### config.mk
export PLATFORM = sky130hd
export DESIGN_NAME = mal_alu
export DESIGN_NICKNAME = d
export VERILOG_FILES = /design/src/common/mal_pkg.sv /design/src/hdl/mal_alu.sv
export VERILOG_INCLUDE_DIRS = /design/src /design/src/common
export SDC_FILE = /design/constraint.sdc
export NUM_CORES = 1
export LEC_CHECK = 0
export BUFFER_PORTS_ARGS = -buffer_cell sky130_fd_sc_hd__buf_2
export CAP_MARGIN = 20
export CORE_MARGIN = 5
export CORE_UTILIZATION = 54
export CTS_BUF_LIST = sky130_fd_sc_hd__clkbuf_8
export CTS_CLUSTER_DIAMETER = 100
export DETAILED_ROUTE_END_ITERATION = 10
export PLACE_DENSITY = 0.69
export SYNTH_ARGS = -nofsm -noshare
export SYNTH_HDL_FRONTEND = slang
export SYNTH_SLANG_ARGS = --single-unit
### constraint.sdc
create_clock -name clock -period 17.5 [get_ports clock]
set_input_delay 5.25 -clock clock [delete_from_list [all_inputs] [get_ports clock]]
set_output_delay 5.25 -clock clock [all_outputs]
set_load 0.02 [all_outputs]
### src/common/mal_defs.svh
// Constants for the arithmetic and logic unit: flag positions, reset values, latencies
`ifndef MAL_DEFS_SVH
`define MAL_DEFS_SVH
`define MAL_FLAG_C 0
`define MAL_FLAG_Z 1
`define MAL_FLAG_N 2
`define MAL_FLAG_V 3
`define MAL_FLAG_S 4
`define MAL_FLAG_H 5
`define MAL_RST_RESULT 16'h0000
`define MAL_RST_FLAGS 8'h00
`define MAL_ALL_ONES 8'hFF
`define MAL_IMM_BITS 6
`define MAL_LAT_SHORT 1
`define MAL_LAT_LONG 2
`endif

### src/common/mal_pkg.sv
// Types shared by the arithmetic and logic unit and its bench
package mal_pkg;
  typedef enum logic [4:0] {
    OP_ADD, OP_ADD_CARRY, OP_PAIR_PLUS_IMMEDIATE, OP_SUB, OP_DIFFERENCE_CONST,
    OP_DIFFERENCE_WITH_BORROW, OP_DIFFERENCE_CONST_BORROW, OP_PAIR_MINUS_IMMEDIATE,
    OP_AND, OP_BITWISE_CONJ_CONST, OP_OR, OP_BITWISE_DISJ_CONST, OP_XOR_REGS,
    OP_BIT_INVERSION, OP_TWOS_COMPLEMENT_NEGATE, OP_SET_MASK_BITS, OP_CLEAR_MASK_BITS,
    OP_PLUS_ONE, OP_MINUS_ONE, OP_ZERO_SIGN_CHECK, OP_ZERO_REGISTER, OP_ALL_ONES_LOAD,
    OP_UNSIGNED_PRODUCT, OP_SIGNED_PRODUCT, OP_MIXED_PRODUCT,
    OP_FRACTIONAL_UNSIGNED_PRODUCT, OP_FRACTIONAL_SIGNED_PRODUCT, OP_FRACTIONAL_MIXED_PRODUCT
  } mal_op_e;
  typedef enum logic [0:0] {ST_IDLE, ST_SECOND} mal_state_e;
endpackage

### src/hdl/mal_alu.sv
// Arithmetic and logic execution unit of an 8-bit core
`timescale 1ns/1ps
`default_nettype none
`include "mal_defs.svh"
module mal_alu (
  input wire logic clock,
  input wire logic sys_rst,
  input wire logic start,
  input wire mal_pkg::mal_op_e op,
  input wire logic [7:0] dst_val,
  input wire logic [7:0] dst_hi_val,
  input wire logic [7:0] source_reg,
  input wire logic [7:0] flags_in,
  output logic busy_q,
  output logic done_q,
  output logic [15:0] result_q,
  output logic [7:0] flags_q,
  output logic wide_q,
  output logic product_pair_q
);
  function automatic logic fn_two_cycle(input mal_pkg::mal_op_e o);
    fn_two_cycle = (o == mal_pkg::OP_PAIR_PLUS_IMMEDIATE) || (o == mal_pkg::OP_PAIR_MINUS_IMMEDIATE) ||
                   (o >= mal_pkg::OP_UNSIGNED_PRODUCT);
  endfunction

  // Updates Z, N, V and the sign flag for byte results
  function automatic logic [7:0] fn_znv(input logic [7:0] f, input logic [7:0] r, input logic v);
    logic [7:0] t;
    t = f;
    t[`MAL_FLAG_Z] = (r == 8'h00);
    t[`MAL_FLAG_N] = r[7];
    t[`MAL_FLAG_V] = v;
    t[`MAL_FLAG_S] = r[7] ^ v;
    fn_znv = t;
  endfunction

  mal_pkg::mal_state_e state_q, state_d;
  wire take = start && (state_q == mal_pkg::ST_IDLE);
  wire two = fn_two_cycle(op);
  wire cin = flags_in[`MAL_FLAG_C];

  // Adder with optional carry
  wire add_c = (op == mal_pkg::OP_ADD_CARRY) && cin;
  wire [8:0] add9 = {1'h0, dst_val} + {1'h0, source_reg} + {8'h00, add_c};
  wire [7:0] add_r = add9[7:0];

  // Subtractor shared by subtract, subtract constant and negate
  wire is_neg = (op == mal_pkg::OP_TWOS_COMPLEMENT_NEGATE);
  wire sub_c = ((op == mal_pkg::OP_DIFFERENCE_WITH_BORROW) || (op == mal_pkg::OP_DIFFERENCE_CONST_BORROW)) && cin;
  wire [7:0] sa = is_neg ? 8'h00 : dst_val;
  wire [7:0] sb = is_neg ? dst_val : source_reg;
  wire [8:0] sub9 = {1'h0, sa} - {1'h0, sb} - {8'h00, sub_c};
  wire [7:0] sub_r = sub9[7:0];

  // Register pair arithmetic with a 6-bit immediate
  wire [15:0] pair = {dst_hi_val, dst_val};
  wire [15:0] imm16 = {10'h000, source_reg[`MAL_IMM_BITS-1:0]};
  wire [15:0] padd = pair + imm16;
  wire [15:0] psub = pair - imm16;

  // Multiplier: operand signedness per variant
  wire a_sgn = (op == mal_pkg::OP_SIGNED_PRODUCT) || (op == mal_pkg::OP_MIXED_PRODUCT) ||
               (op == mal_pkg::OP_FRACTIONAL_SIGNED_PRODUCT) || (op == mal_pkg::OP_FRACTIONAL_MIXED_PRODUCT);
  wire b_sgn = (op == mal_pkg::OP_SIGNED_PRODUCT) || (op == mal_pkg::OP_FRACTIONAL_SIGNED_PRODUCT);
  wire signed [8:0] ma = $signed({a_sgn & dst_val[7], dst_val});
  wire signed [8:0] mb = $signed({b_sgn & source_reg[7], source_reg});
  wire signed [17:0] prod_full = ma * mb;
  wire [15:0] prod = prod_full[15:0];
  wire frac = (op >= mal_pkg::OP_FRACTIONAL_UNSIGNED_PRODUCT);
  wire [15:0] prod_out = frac ? {prod[14:0], 1'h0} : prod;

  logic [15:0] res_d;
  logic [7:0] fl_d;
  logic wide_d;
  logic prodp_d;

  always_comb begin
    res_d = {8'h00, dst_val};
    fl_d = flags_in;
    wide_d = 1'h0;
    prodp_d = 1'h0;
    case (op)
      mal_pkg::OP_ADD, mal_pkg::OP_ADD_CARRY: begin
        res_d = {8'h00, add_r};
        fl_d = fn_znv(flags_in, add_r, (dst_val[7] & source_reg[7] & ~add_r[7]) |
                      (~dst_val[7] & ~source_reg[7] & add_r[7]));
        fl_d[`MAL_FLAG_C] = add9[8];
        fl_d[`MAL_FLAG_H] = (dst_val[3] & source_reg[3]) | (source_reg[3] & ~add_r[3]) |
                            (~add_r[3] & dst_val[3]);
      end
      mal_pkg::OP_SUB, mal_pkg::OP_DIFFERENCE_CONST, mal_pkg::OP_DIFFERENCE_WITH_BORROW,
      mal_pkg::OP_DIFFERENCE_CONST_BORROW, mal_pkg::OP_TWOS_COMPLEMENT_NEGATE: begin
        res_d = {8'h00, sub_r};
        fl_d = fn_znv(flags_in, sub_r, (sa[7] & ~sb[7] & ~sub_r[7]) | (~sa[7] & sb[7] & sub_r[7]));
        fl_d[`MAL_FLAG_C] = sub9[8];
        fl_d[`MAL_FLAG_H] = (~sa[3] & sb[3]) | (sb[3] & sub_r[3]) | (sub_r[3] & ~sa[3]);
        if (sub_c || (op == mal_pkg::OP_DIFFERENCE_WITH_BORROW) || (op == mal_pkg::OP_DIFFERENCE_CONST_BORROW)) begin
          // Borrowing forms keep Z only while the whole chain is zero
          fl_d[`MAL_FLAG_Z] = (sub_r == 8'h00) & flags_in[`MAL_FLAG_Z];
        end
      end
      mal_pkg::OP_PAIR_PLUS_IMMEDIATE: begin
        res_d = padd;
        wide_d = 1'h1;
        fl_d = fn_znv(flags_in, padd[15:8], ~dst_hi_val[7] & padd[15]);
        fl_d[`MAL_FLAG_Z] = (padd == 16'h0000);
        fl_d[`MAL_FLAG_C] = ~padd[15] & dst_hi_val[7];
      end
      mal_pkg::OP_PAIR_MINUS_IMMEDIATE: begin
        res_d = psub;
        wide_d = 1'h1;
        fl_d = fn_znv(flags_in, psub[15:8], dst_hi_val[7] & ~psub[15]);
        fl_d[`MAL_FLAG_Z] = (psub == 16'h0000);
        fl_d[`MAL_FLAG_C] = psub[15] & ~dst_hi_val[7];
      end
      mal_pkg::OP_AND, mal_pkg::OP_BITWISE_CONJ_CONST: begin
        res_d = {8'h00, dst_val & source_reg};
        fl_d = fn_znv(flags_in, dst_val & source_reg, 1'h0);
      end
      mal_pkg::OP_OR, mal_pkg::OP_BITWISE_DISJ_CONST, mal_pkg::OP_SET_MASK_BITS: begin
        res_d = {8'h00, dst_val | source_reg};
        fl_d = fn_znv(flags_in, dst_val | source_reg, 1'h0);
      end
      mal_pkg::OP_XOR_REGS: begin
        res_d = {8'h00, dst_val ^ source_reg};
        fl_d = fn_znv(flags_in, dst_val ^ source_reg, 1'h0);
      end
      mal_pkg::OP_CLEAR_MASK_BITS: begin
        res_d = {8'h00, dst_val & ~source_reg};
        fl_d = fn_znv(flags_in, dst_val & ~source_reg, 1'h0);
      end
      mal_pkg::OP_ZERO_SIGN_CHECK: begin
        res_d = {8'h00, dst_val};
        fl_d = fn_znv(flags_in, dst_val, 1'h0);
      end
      mal_pkg::OP_BIT_INVERSION: begin
        res_d = {8'h00, ~dst_val};
        fl_d = fn_znv(flags_in, ~dst_val, 1'h0);
        fl_d[`MAL_FLAG_C] = 1'h1;
      end
      mal_pkg::OP_PLUS_ONE: begin
        res_d = {8'h00, dst_val + 8'h01};
        fl_d = fn_znv(flags_in, dst_val + 8'h01, dst_val == 8'h7F);
      end
      mal_pkg::OP_MINUS_ONE: begin
        res_d = {8'h00, dst_val - 8'h01};
        fl_d = fn_znv(flags_in, dst_val - 8'h01, dst_val == 8'h80);
      end
      mal_pkg::OP_ZERO_REGISTER: begin
        res_d = 16'h0000;
        fl_d = fn_znv(flags_in, 8'h00, 1'h0);
      end
      mal_pkg::OP_ALL_ONES_LOAD: begin
        res_d = {8'h00, `MAL_ALL_ONES};
      end
      default: begin
        // Products: carry is the product's top bit before the fractional shift
        res_d = prod_out;
        wide_d = 1'h1;
        prodp_d = 1'h1;
        fl_d[`MAL_FLAG_C] = prod[15];
        fl_d[`MAL_FLAG_Z] = (prod_out == 16'h0000);
      end
    endcase
  end

  always_comb begin
    state_d = state_q;
    case (state_q)
      mal_pkg::ST_IDLE: begin
        if (take && two) begin
          state_d = mal_pkg::ST_SECOND;
        end
      end
      mal_pkg::ST_SECOND: begin
        state_d = mal_pkg::ST_IDLE;
      end
      default: begin
        state_d = mal_pkg::ST_IDLE;
      end
    endcase
  end

  wire done_d = (take && !two) || (state_q == mal_pkg::ST_SECOND);
  wire busy_d = (state_d == mal_pkg::ST_SECOND);

  always_ff @(posedge clock) begin
    if (sys_rst) begin
      state_q <= mal_pkg::ST_IDLE;
      done_q <= 1'h0;
      busy_q <= 1'h0;
    end else begin
      state_q <= state_d;
      done_q <= done_d;
      busy_q <= busy_d;
    end
  end

  // Results are captured when the operation is taken and held until the next one
  always_ff @(posedge clock) begin
    if (sys_rst) begin
      result_q <= `MAL_RST_RESULT;
      flags_q <= `MAL_RST_FLAGS;
      wide_q <= 1'h0;
      product_pair_q <= 1'h0;
    end else if (take) begin
      result_q <= res_d;
      flags_q <= fl_d;
      wide_q <= wide_d;
      product_pair_q <= prodp_d;
    end
  end
endmodule
`default_nettype wire

# [After elaboration in Yosys (flattened, before gate mapping)]
# Cells that the tools add are included.
[totals] ff_bits=28 output_inout_bits=28 word_cells=142 in_bits=40
[classes] n_mux=11 n_lt_le_gt_ge=2 addsub=8 multipliers=1 eq_ne=27 n_reduce_logical=36 n_bitwise=51
[op_table] op="one-hot mux 16 bit (14 select lines)" count=1
[op_table] op="zero test 8 bit" count=10
[op_table] op="one-hot mux 4 bit (13 select lines)" count=1
[op_table] op="equality test 5 bit, second input constant" count=10
[op_table] op="zero test 16 bit" count=3
[op_table] op="equality test 5 x 4 -> 1 bit, second input constant" count=8
[op_table] op="one-hot mux 2 bit (14 select lines)" count=1
[op_table] op="OR reduction 22 bit" count=1
[op_table] op="bitwise AND 1 bit" count=21
[op_table] op="equality test 5 x 3 -> 1 bit, second input constant" count=4
[op_table] op="OR reduction 20 bit" count=1
[op_table] op="adder 16 x 6 -> 16 bit" count=1
[op_table] op="bitwise AND 8 bit" count=2
[op_table] op="multiplier 9 x 9 -> 16 bit" count=1
[op_table] op="two-way mux 16 bit" count=1
[op_table] op="two-way mux 8 bit" count=2
[op_table] op="inverter 8 bit" count=2
[op_table] op="subtractor 16 x 6 -> 16 bit" count=1
[op_table] op="inverter 1 bit" count=12
[op_table] op="equality test 5 x 2 -> 1 bit, second input constant" count=2
[op_table] op=">= comparator 5 bit, second input constant" count=2
[op_table] op="logical OR 1 bit" count=10
[op_table] op="adder 8 x 8 -> 9 bit" count=1
[op_table] op="adder 9 x 1 -> 9 bit" count=1
[op_table] op="other kinds (19)" count=37

# [Logic depth before layout (Yosys ltp)]
# Gate-level depths: netlist (run 1).
[logic_depth] word_depth=9 mapped_depth=23 ltp_nobuf=21

# [Least setup slack after synthesis (run 1)]
# OpenSTA, ideal clock, no wires.
[synth_path] path_type="in2reg" start="input dst_val[6]" end="register flags_q[1]" path_slack_ns=7.001 stages=20 required_time_ns=17.431 t_arrival_ns=10.430 setup_ns=0.069 n_path_buf=3 cell_sequence="clkbuf_1 > clkbuf_1 > clkbuf_1 > nand2_1 > fa_1 > inv_1 > fa_1 > ha_1 > inv_1 > fa_1 > inv_1 > ha_1 > fa_1 > or4_1 > nor4_1 > nand4_1 > nor3_1 > nand3_1 > or4b_1 > o21ai_1"
[synth_between] elab_chain_cells=7 word_cells_on_any_way=33 classes_between="8 x add/sub; 1 x mul; 5 x mux; 6 x bitwise; 13 x reduce/logical"
[synth_rtl] element="start, declared" line_no="mal_alu.sv:10" text="input wire logic [7:0] dst_val,"
[synth_rtl] element="two-way mux 8 bit, on equally long branches" line_no="mal_alu.sv:50, mal_alu.sv:51"
[synth_rtl] element="subtractor 8 x 8 -> 9 bit" line_no="mal_alu.sv:52" text="wire [8:0] sub9 = {1'h0, sa} - {1'h0, sb} - {8'h00, sub_c};"
[synth_rtl] element="subtractor 9 x 1 -> 9 bit" line_no="mal_alu.sv:52"
[synth_rtl] element="zero test 8 bit" line_no="mal_alu.sv:30, mal_alu.sv:99"
[synth_rtl] element="bitwise AND 1 bit" line_no="mal_alu.sv:99" text="fl_d[`MAL_FLAG_Z] = (sub_r == 8'h00) & flags_in[`MAL_FLAG_Z];"
[synth_rtl] element="two-way mux 1 bit" line_no="mal_alu.sv:97" text="if (sub_c || (op == mal_pkg::OP_DIFFERENCE_WITH_BORROW) || (op == mal_pkg::OP_DIFFERENCE_CONST_BORROW)) begin"
[synth_rtl] element="one-hot mux 2 bit (14 select lines) *" line_no="mal_alu.sv:82" text="case (op)"
[synth_rtl] element="end signal, assigned" line_no="mal_alu.sv:203" text="flags_q <= `MAL_RST_FLAGS;"
[synth_rtl] element="end signal, assigned" line_no="mal_alu.sv:208" text="flags_q <= fl_d;"
[synth_rtl] element="end, declared" line_no="mal_alu.sv:17" text="output logic [7:0] flags_q,"
# Mark *: on every way between the ends. The rest lies on a longest branch, timed or not.
# A chain may end at the register's enable or synchronous reset.

# [Worst setup path after layout (run 1)]
[layout_path] start="input op[3]" end="register flags_q[1]"
[layout_between] elab_chain_cells=9 word_cells_on_any_way=55 classes_between="3 x add/sub; 1 x mul; 1 x order compare; 25 x eq/ne; 5 x mux; 3 x bitwise; 17 x reduce/logical"
[layout_rtl] element="start, declared" line_no="mal_alu.sv:9" text="input wire mal_pkg::mal_op_e op,"
[layout_rtl] element="equality test 5 bit, on equally long branches" line_no="mal_alu.sv:62, mal_alu.sv:64"
[layout_rtl] element="logical OR 1 bit (2 in series)" line_no="mal_alu.sv:62" text="wire a_sgn = (op == mal_pkg::OP_SIGNED_PRODUCT) || (op == mal_pkg::OP_MIXED_PRODUCT) ||"
[layout_rtl] element="logical OR 1 bit" line_no="mal_alu.sv:63" text="(op == mal_pkg::OP_FRACTIONAL_SIGNED_PRODUCT) || (op == mal_pkg::OP_FRACTIONAL_MIXED_PRODUCT);"
[layout_rtl] element="bitwise AND 1 bit" line_no="mal_alu.sv:65" text="wire signed [8:0] ma = $signed({a_sgn & dst_val[7], dst_val});"
[layout_rtl] element="multiplier 9 x 9 -> 16 bit" line_no="mal_alu.sv:67" text="wire signed [17:0] prod_full = ma * mb;"
[layout_rtl] element="two-way mux 16 bit" line_no="mal_alu.sv:70" text="wire [15:0] prod_out = frac ? {prod[14:0], 1'h0} : prod;"
[layout_rtl] element="zero test 16 bit" line_no="mal_alu.sv:162" text="fl_d[`MAL_FLAG_Z] = (prod_out == 16'h0000);"
[layout_rtl] element="one-hot mux 2 bit (14 select lines) *" line_no="mal_alu.sv:82"
# Marks and branches as above.

==> results of run 1 <==
-- synth_stat cells, drive strengths merged (27+ instances only) --
master and instances:
clkbuf 43, nand2 110, o21ai 59, dfxtp 28
nor2 98, xnor2 37, nor3 36, a21oi 63
fa 70, ha 83, inv 115, nand3 27
-- worst max-delay path, delay by kind of cell --
family          cells  cell delay [ns]
xor+xnor            1             0.24
simple gates        7             1.75
fa+ha+maj           6             2.40
compound gates      3             0.71
buf+inv             4             0.81
-- worst max-delay path by stage --
stage / to / slack, ns
finish: flags_q[1] / 6.54
global route: flags_q[1] / 6.28
CTS: flags_q[1] / 6.59
detailed placement: flags_q[1] / 6.32
global placement: flags_q[1] / 6.42
floorplan: flags_q[1] / 7.00
-- layout make-up --
class / instances / area (um^2)
Clock inverter: 1 / 30.03
Inverter: 123 / 461.7
Sequential cell: 28 / 560.5
Timing Repair Buffer: 77 / 410.4
Multi-Input combinational cell: 852 / 6683
Tap cell: 184 / 230.2
Clock buffer: 3 / 41.29
Fill cell: 1433 / 6117
-- routing by layer --
layer / up-vias / track usage
met3: 96 / 0.03631
met4: 2 / 0.1377
met1: 3873 / 0.4360
met5: - / 0
met2: 488 / 0.4783
li1: 3750 / -
-- flip-flops by register name, indices dropped and copies added (netlist names) --
register	count
done_q	1
product_pair_q	1
flags_q	8
state_q	1
result_q	16
wide_q	1
-- power breakdown --
part           switching [uW]  internal [uW]
Sequential               3.07           70.3
Clock                    19.9           30.6
Combinational             292            182
Total                     315            283
-- through the flow --
stage          std cells  power, uW
3_3_place_gp        1264      532.6
6_report            1268      597.7
2_1_floorplan       1068      413.2
4_1_cts             1268      592.0
5_1_grt             1268      652.1
3_5_place_dp        1264      537.8
-- cells by family after synthesis --
logic type / count (synthesis) / synth area share
flops: 28 / 0.07019
mux: 11 / 0.01426
compound gates: 261 / 0.2220
xor+xnor: 50 / 0.05750
buf+inv: 188 / 0.09337
fa+ha+maj: 153 / 0.3055
simple gates: 377 / 0.2372
==> results.txt, run 1 <==
The run finished with clean final reports. The required arrival time at the worst endpoint came out at 17.71 ns. The startpoint identified for the worst register-to-register timing path is state_q. Dividing the final minimum period by the clock period gives 0.6263. In this run the top signal layer used is met5.

Port buffering added 67 buffers. In the final layout, the share of cells above drive strength 1 is 0.1033. Dividing total power by cell area gives a power density of 71.01 mW/mm^2. After synthesis, the cell types taking the most area are fa_1 (18%), ha_1 (13%), dfxtp_1 (7.0%). The path type of the worst min-delay path is flip-flop to flip-flop. The total negative slack for setup checks is 0 ns.

In this run the register-to-register setup slack is 15.29 ns. The worst hold path was traced through 2 stages. The sum of routed wire length over all layers is 27930 um. Before antenna repair, the detailed router went through 5 iterations. The startpoint type of the worst setup path is an input pin. For this run the aggregate overflow at the end of global routing stands at 0.

IR analysis of the VDD net gives a maximum drop of 0.05579 mV. The worst-case hold path end point is result_q[6]. Traced cell by cell, the critical path runs through buf_2 -> or3b_1 -> a211oi_2 -> inv_1 -> nor2_1 -> fa_1 -> inv_1 -> fa_1 -> inv_1 -> fa_1 -> fa_1 -> ha_1 -> ha_1 -> nand2_1 -> a21boi_0 -> nor3_1 -> nor2_1 -> xnor2_1 -> nand3_1 -> or4b_1 -> o21ai_1. The initial antenna violation count came out at 1. The share of async-settable or async-resettable flops after synthesis came out at 0. The number of CTS-inserted buffers came out at 3.

The worst pin sits at a relative slew slack of 0.5039. The estimated wirelength of the detail-placed design came out at 22120 um. The type of element capturing the critical path is a flip-flop. The count of final hold-check violations was 0.

The cell count after synthesis came out at 1068. The pin count of the biggest net entering global routing is 29. TritonCTS built the clock tree. The average cell area after synthesis came out at 7.478 um^2.

Hold repair after CTS inserted 0 buffers. The minimum clock period is 10.96 ns. The level count of the clock H-tree is 1. The via count of the first global-routing pass is 7667. The area after detailed placement came out at 0.008346 mm^2.

The synthesis-to-layout area growth came out at 5.389%. The remaining routing DRC violations is 0. In the global route stage, overall resource usage came out at 0.3098.

The number of failing setup endpoints in the final timing report came out at 0. The die width came out at 131.6 um. The tree is rooted in a clkbuf_8. The number of vias per cell came out at 6.474. The wire length of the first global-routing pass came out at 43600 um. Leaving out fill and tap cells, the most frequent cells in the layout are inv_1 (115), nand2_1 (110), nor2_1 (97).

The critical path is of the input pin to flip-flop type. The post-synthesis cell area is 0.007986 mm^2. The final critical-path setup slack is 6.539 ns. From bottom edge to top edge, the die measures 131.6 um. The number of vias in the routed layout is 8209. The number of instances resized during post-cts repair is 0.

The wire length on met2 is 12090 um. The maximum buffer depth of the clock tree came out at 2. The worst clock skew on the final layout is 0.008349 ns.

68 I/O pins were placed. The clock-pin slew reported for the worst setup and hold paths after clock tree synthesis came out at 0.09 ns. The post-CTS setup repair buffer count is 0. Of the post-synthesis cell area, the dominant cell type holds 0.1755. The launch point of the worst hold path is result_q[6]. The overall die area came out at 0.01732 mm^2. The count of warnings emitted by yosys came out at 0. The net count after synthesis came out at 1261. The insertion delay to the later sink of the worst-skew pair came out at 0.27 ns. The number of max-capacitance violations reported came out at 0. The total core area came out at 0.01453 mm^2. In this run the worst setup path begins at op[3]. In the final routed layout, each cell accounts on average for 22.03 um. The final-layout worst hold slack came out at 0.4552 ns.

The count of flip-flops with a built-in enable after synthesis is 0. Setup repair after global routing left no endpoint under its margin. The number of cell instances on the worst register-to-register path is 9. After detailed routing, the wire length on met1 is 11630 um. The number of nets with antenna violations after detailed routing is 0.

The worst path arrival time is 11.17 ns. fa_1 takes more of the synthesized area than any other cell. The post-place setup slack came out at 6.323 ns. The number of placement rows came out at 44. Among all flip-flop cells after synthesis, the most frequent one is dfxtp_1.

The worst-path cell with the longest stage delay is a211oi_2. The cell repeated most along the worst path is fa_1. The congestion estimate from routability-driven global placement came to 1.015. The clock net in this run drives a total of 28 sinks. For this configuration, the core starts out at a cell density of 0.5495. The library cell used most frequently in the layout, excluding fill and tap cells, is inv_1. The measured slew at the worst slew-check pin came out at 0.7401 ns. The count of nets after finishing is 1278. The initial DRC count came out at 980. The final count of pins violating max slew was 0. For this run, the register share of the synthesized area comes to 0.07019.

In this run the static leakage power is 0.003707 uW. The critical path's largest stage delay is 0.52 ns. The total met3 wirelength after detailed routing is 2712 um. The maximum fanout along the worst path is 21. The number of antenna diodes in the final layout is 0. The total of flip-flops plus latches after synthesis came out at 28.

Based on the critical path, the design can be clocked at up to 91.23 MHz. The worst register-to-register path ends at flags_q[1]. For this run, the share of the core covered by cells in the final layout is 0.5791. After routing the design area is 0.008417 mm^2. The number of different library cells in the post-synthesis netlist came out at 84.
(Power assumes the default switching activity.)
==> run 2, diff against run 1 <==
PLACE_DENSITY = 0.72   (was 0.69)
clock period = 9 ns   (was 17.5 ns; I/O delays follow)
==> run 2 against run 1 <==
  * Combinational power is 96% higher
  * Non-clock buffer count is 16 higher
  * Clock power is 100% higher
  * Global-route usage is 1.0 points higher
  * Total power is 96% higher
  * Clock skew is 0.0069 ns lower
  * Sequential power is 95% higher
==> results.txt, run 2 (synthesis gave the netlist of run 1 again) <==
The number of vias per cell is 6.420 (-0.84%). The worst clock skew on the final layout is 0.001416 ns (-0.006932 ns). The maximum fanout along the worst path came out at 20 (-4.8%).

The number of buffers added to fix hold violations after cts is 0 (unchanged). The logic gate share of total power was 0.791 (-0.002). The register with the most flip-flops in the final layout is result_q. The post-route core utilization came out at 0.5874 (+0.008264). The worst-case headroom to the max-slew limit is 0.4078 (-0.09612).

The count of nets after finishing was 1294 (+1.3%). The overall die height came out at 131.6 um (unchanged). The remaining routing DRC violations was 0 (unchanged). The register share of total power is 0.122 (about the same). The number of CTS-inserted buffers came out at 3 (unchanged).

The measured slew at the worst slew-check pin came out at 0.8862 ns (+0.1461 ns). The fraction of power consumed by the clock network is 0.087 (+0.002). The number of vias in the routed layout came out at 8243 (+0.41%).

The level count of the clock H-tree is 1 (unchanged). The library cell used most frequently in the layout, excluding fill and tap cells, is inv_1. Setup repair after global routing left no endpoint under its margin. The total global routing overflow is 0 (unchanged). The count of final hold-check violations is 0 (unchanged). The clock-pin slew reported for the worst setup and hold paths after clock tree synthesis is 0.10 ns (about the same). The minimum clock period came out at 8.406 ns. The number of nets with antenna violations after detailed routing came out at 0 (unchanged). The fraction of final layout cells sized beyond drive strength 1 came out at 0.1164 (+0.01304). The number of max-capacitance violations reported came out at 0 (unchanged). The estimated wirelength of the detail-placed design came out at 22810 um (+3.1%). The setup path with the least slack is of type input pin to flip-flop.

The overall die area came out at 0.01732 mm^2 (unchanged). The leakage component of the power came out at 0.003785 uW (+2.1%). The via count of the first global-routing pass was 7981 (+4.1%). The die width is 131.6 um (unchanged). For this run, the top clock speed supported by timing is 119.0 MHz. The initial antenna violation count came to 0 (-1).

The flow ran to the end, and the final reports show no timing, DRC or antenna violations. The global-route total usage across every layer came out at 0.3201 (+0.01023). The final clock period utilization by the worst path came out at 0.9340.

The initial core utilization came out at 0.5495 (unchanged). The required arrival time at the worst endpoint is 9.17 ns (-8.54 ns). The power dissipated by switching net loads is 619.3 uW (+97%). The wire length of the first global-routing pass is 45020 um (+3.3%).

The number of placed cells counting well taps is 1280 (+1.3%). The worst reg-to-reg setup slack is 6.88 ns (-8.41 ns). The worst path arrival time is 8.57 ns (-2.60 ns).

The number of diodes added for antenna fixing is 0 (unchanged). The internal power component came out at 554.1 uW (+96%). The total design power came to 1173 uW (+96%). The startpoint type of the worst setup path is an input pin. The largest registers in the layout are result_q: 16 flops, flags_q: 8 flops. The number of instances resized during post-cts repair is 0 (unchanged). The number of flip-flops under the largest register name was 16 (unchanged). The sum of routed wire length over all layers is 28400 um (+1.7%). The switching share of total power is 0.5278 (+0.0006309). The post-CTS setup repair buffer count came out at 0 (unchanged). The total core area is 0.01453 mm^2 (unchanged). The number of placement rows came out at 44 (unchanged).

In this run the worst hold path is classified as flip-flop to flip-flop. TritonCTS built the clock tree. The power density normalized to cell area came out at 137.4 mW/mm^2 (+94%). The wire length per cell after detailed routing came out at 22.12 um (+0.39%).

The count of non-filler cells in the finished layout came out at 1284 (+1.3%). The synthesis-to-layout area growth came out at 6.893%. STA classifies the critical path endpoint as a flip-flop. The cell sitting at the root of the clock tree is a clkbuf_8. The final RePlAce weighted congestion came to 1.025 (+1.0%). The number of failing setup endpoints in the final timing report came out at 0 (unchanged). The insertion delay to the later sink of the worst-skew pair is 0.28 ns (about the same). The total negative slack for setup checks is 0 ns (unchanged). The number of placed I/O pins came out at 68 (unchanged). The initial DRC count was 891 (-9.1%).

The total of buffers placed on input and output ports came out at 67 (unchanged). The maximum ir drop on the vdd rail came to 0.1079 mV (+93%). The length of the first detailed-routing pass in iterations came out at 5 (unchanged). The number of clock sinks seen by CTS came out at 28 (unchanged). The pin count of the biggest net entering global routing is 29 (unchanged). The maximum buffer depth of the clock tree came out at 2 (unchanged). The library cells used most frequently in the layout, excluding fill and tap cells, are inv_1 (115), nand2_1 (110), nor2_1 (97). The final count of pins violating max slew was 0 (unchanged).
-- run 2: cell count changes in the layout (fill, tap and decap cells not counted), sizes merged --
| cell | previous run | this run |
|---|---|---|
| buf | 77 | 93 |
-- run 2: power by group through the flow --
stage | sequential [uW] | combinational (uW) | clock [uW]
floorplan | 161 | 642 | 0
global placement | 146 | 896 | 0
detailed placement | 146 | 907 | 0
CTS | 143 | 915 | 102
global route | 145 | 1030 | 109
finish | 143 | 928 | 102
-- run 2: critical path, stage by stage --
cell      delay, ns
buf_2          0.36
nand2b_1       0.16
o22ai_1        0.37
and3_1         0.33
nand2_1        0.19
fa_1           0.67
fa_1           0.54
inv_1          0.06
fa_1           0.55
fa_1           0.41
ha_1           0.33
ha_1           0.32
or2_2          0.32
o31a_1         0.12
a31o_2         0.24
a21oi_1        0.17
xnor2_1        0.12
a211oi_1       0.46
o31ai_1        0.13
-- run 2: layout make-up --
cell class / count / area [um^2]
multi-input cells: 852 / 6683
fillers: 1435 / 5997
inverters: 123 / 461.7
well taps: 184 / 230.2
clock inverters: 1 / 30.03
flip-flops and latches: 28 / 560.5
clock buffers: 3 / 41.29
repair buffers: 93 / 530.5
-- run 2: final timing paths --
path / from / end / depth (start not counted)
worst max register to register: state_q / flags_q[1] / 8
worst min-delay path: flags_q[7] / flags_q[7] / 2
worst min register to register: flags_q[7] / flags_q[7] / 2
worst max-delay path: op[2] / result_q[14] / 19
-- run 2: per-layer routing --
layer | wire, um | global-route usage | vias up | part of all wire
met5 | 0 | 0 | - | 0
met4 | 1368 | 0.1406 | 0 | 0.048
met3 | 2539 | 0.04625 | 80 | 0.089
met2 | 12550 | 0.4975 | 470 | 0.44
met1 | 11940 | 0.4428 | 3895 | 0.42
li1 | - | - | 3798 | -
-- run 2: metrics by stage --
step / hold slack, ns / setup WS [ns] / area [um^2]
6_report: 0.4576 / 0.5942 / 8537
5_1_grt: 0.4807 / 0.2078 / 8537
4_1_cts: 0.4601 / 0.6785 / 8537
3_5_place_dp: 0.4458 / 0.3905 / 8466
3_3_place_gp: 0.4405 / 0.5100 / 8466
2_1_floorplan: 0.5284 / 1.051 / 7986
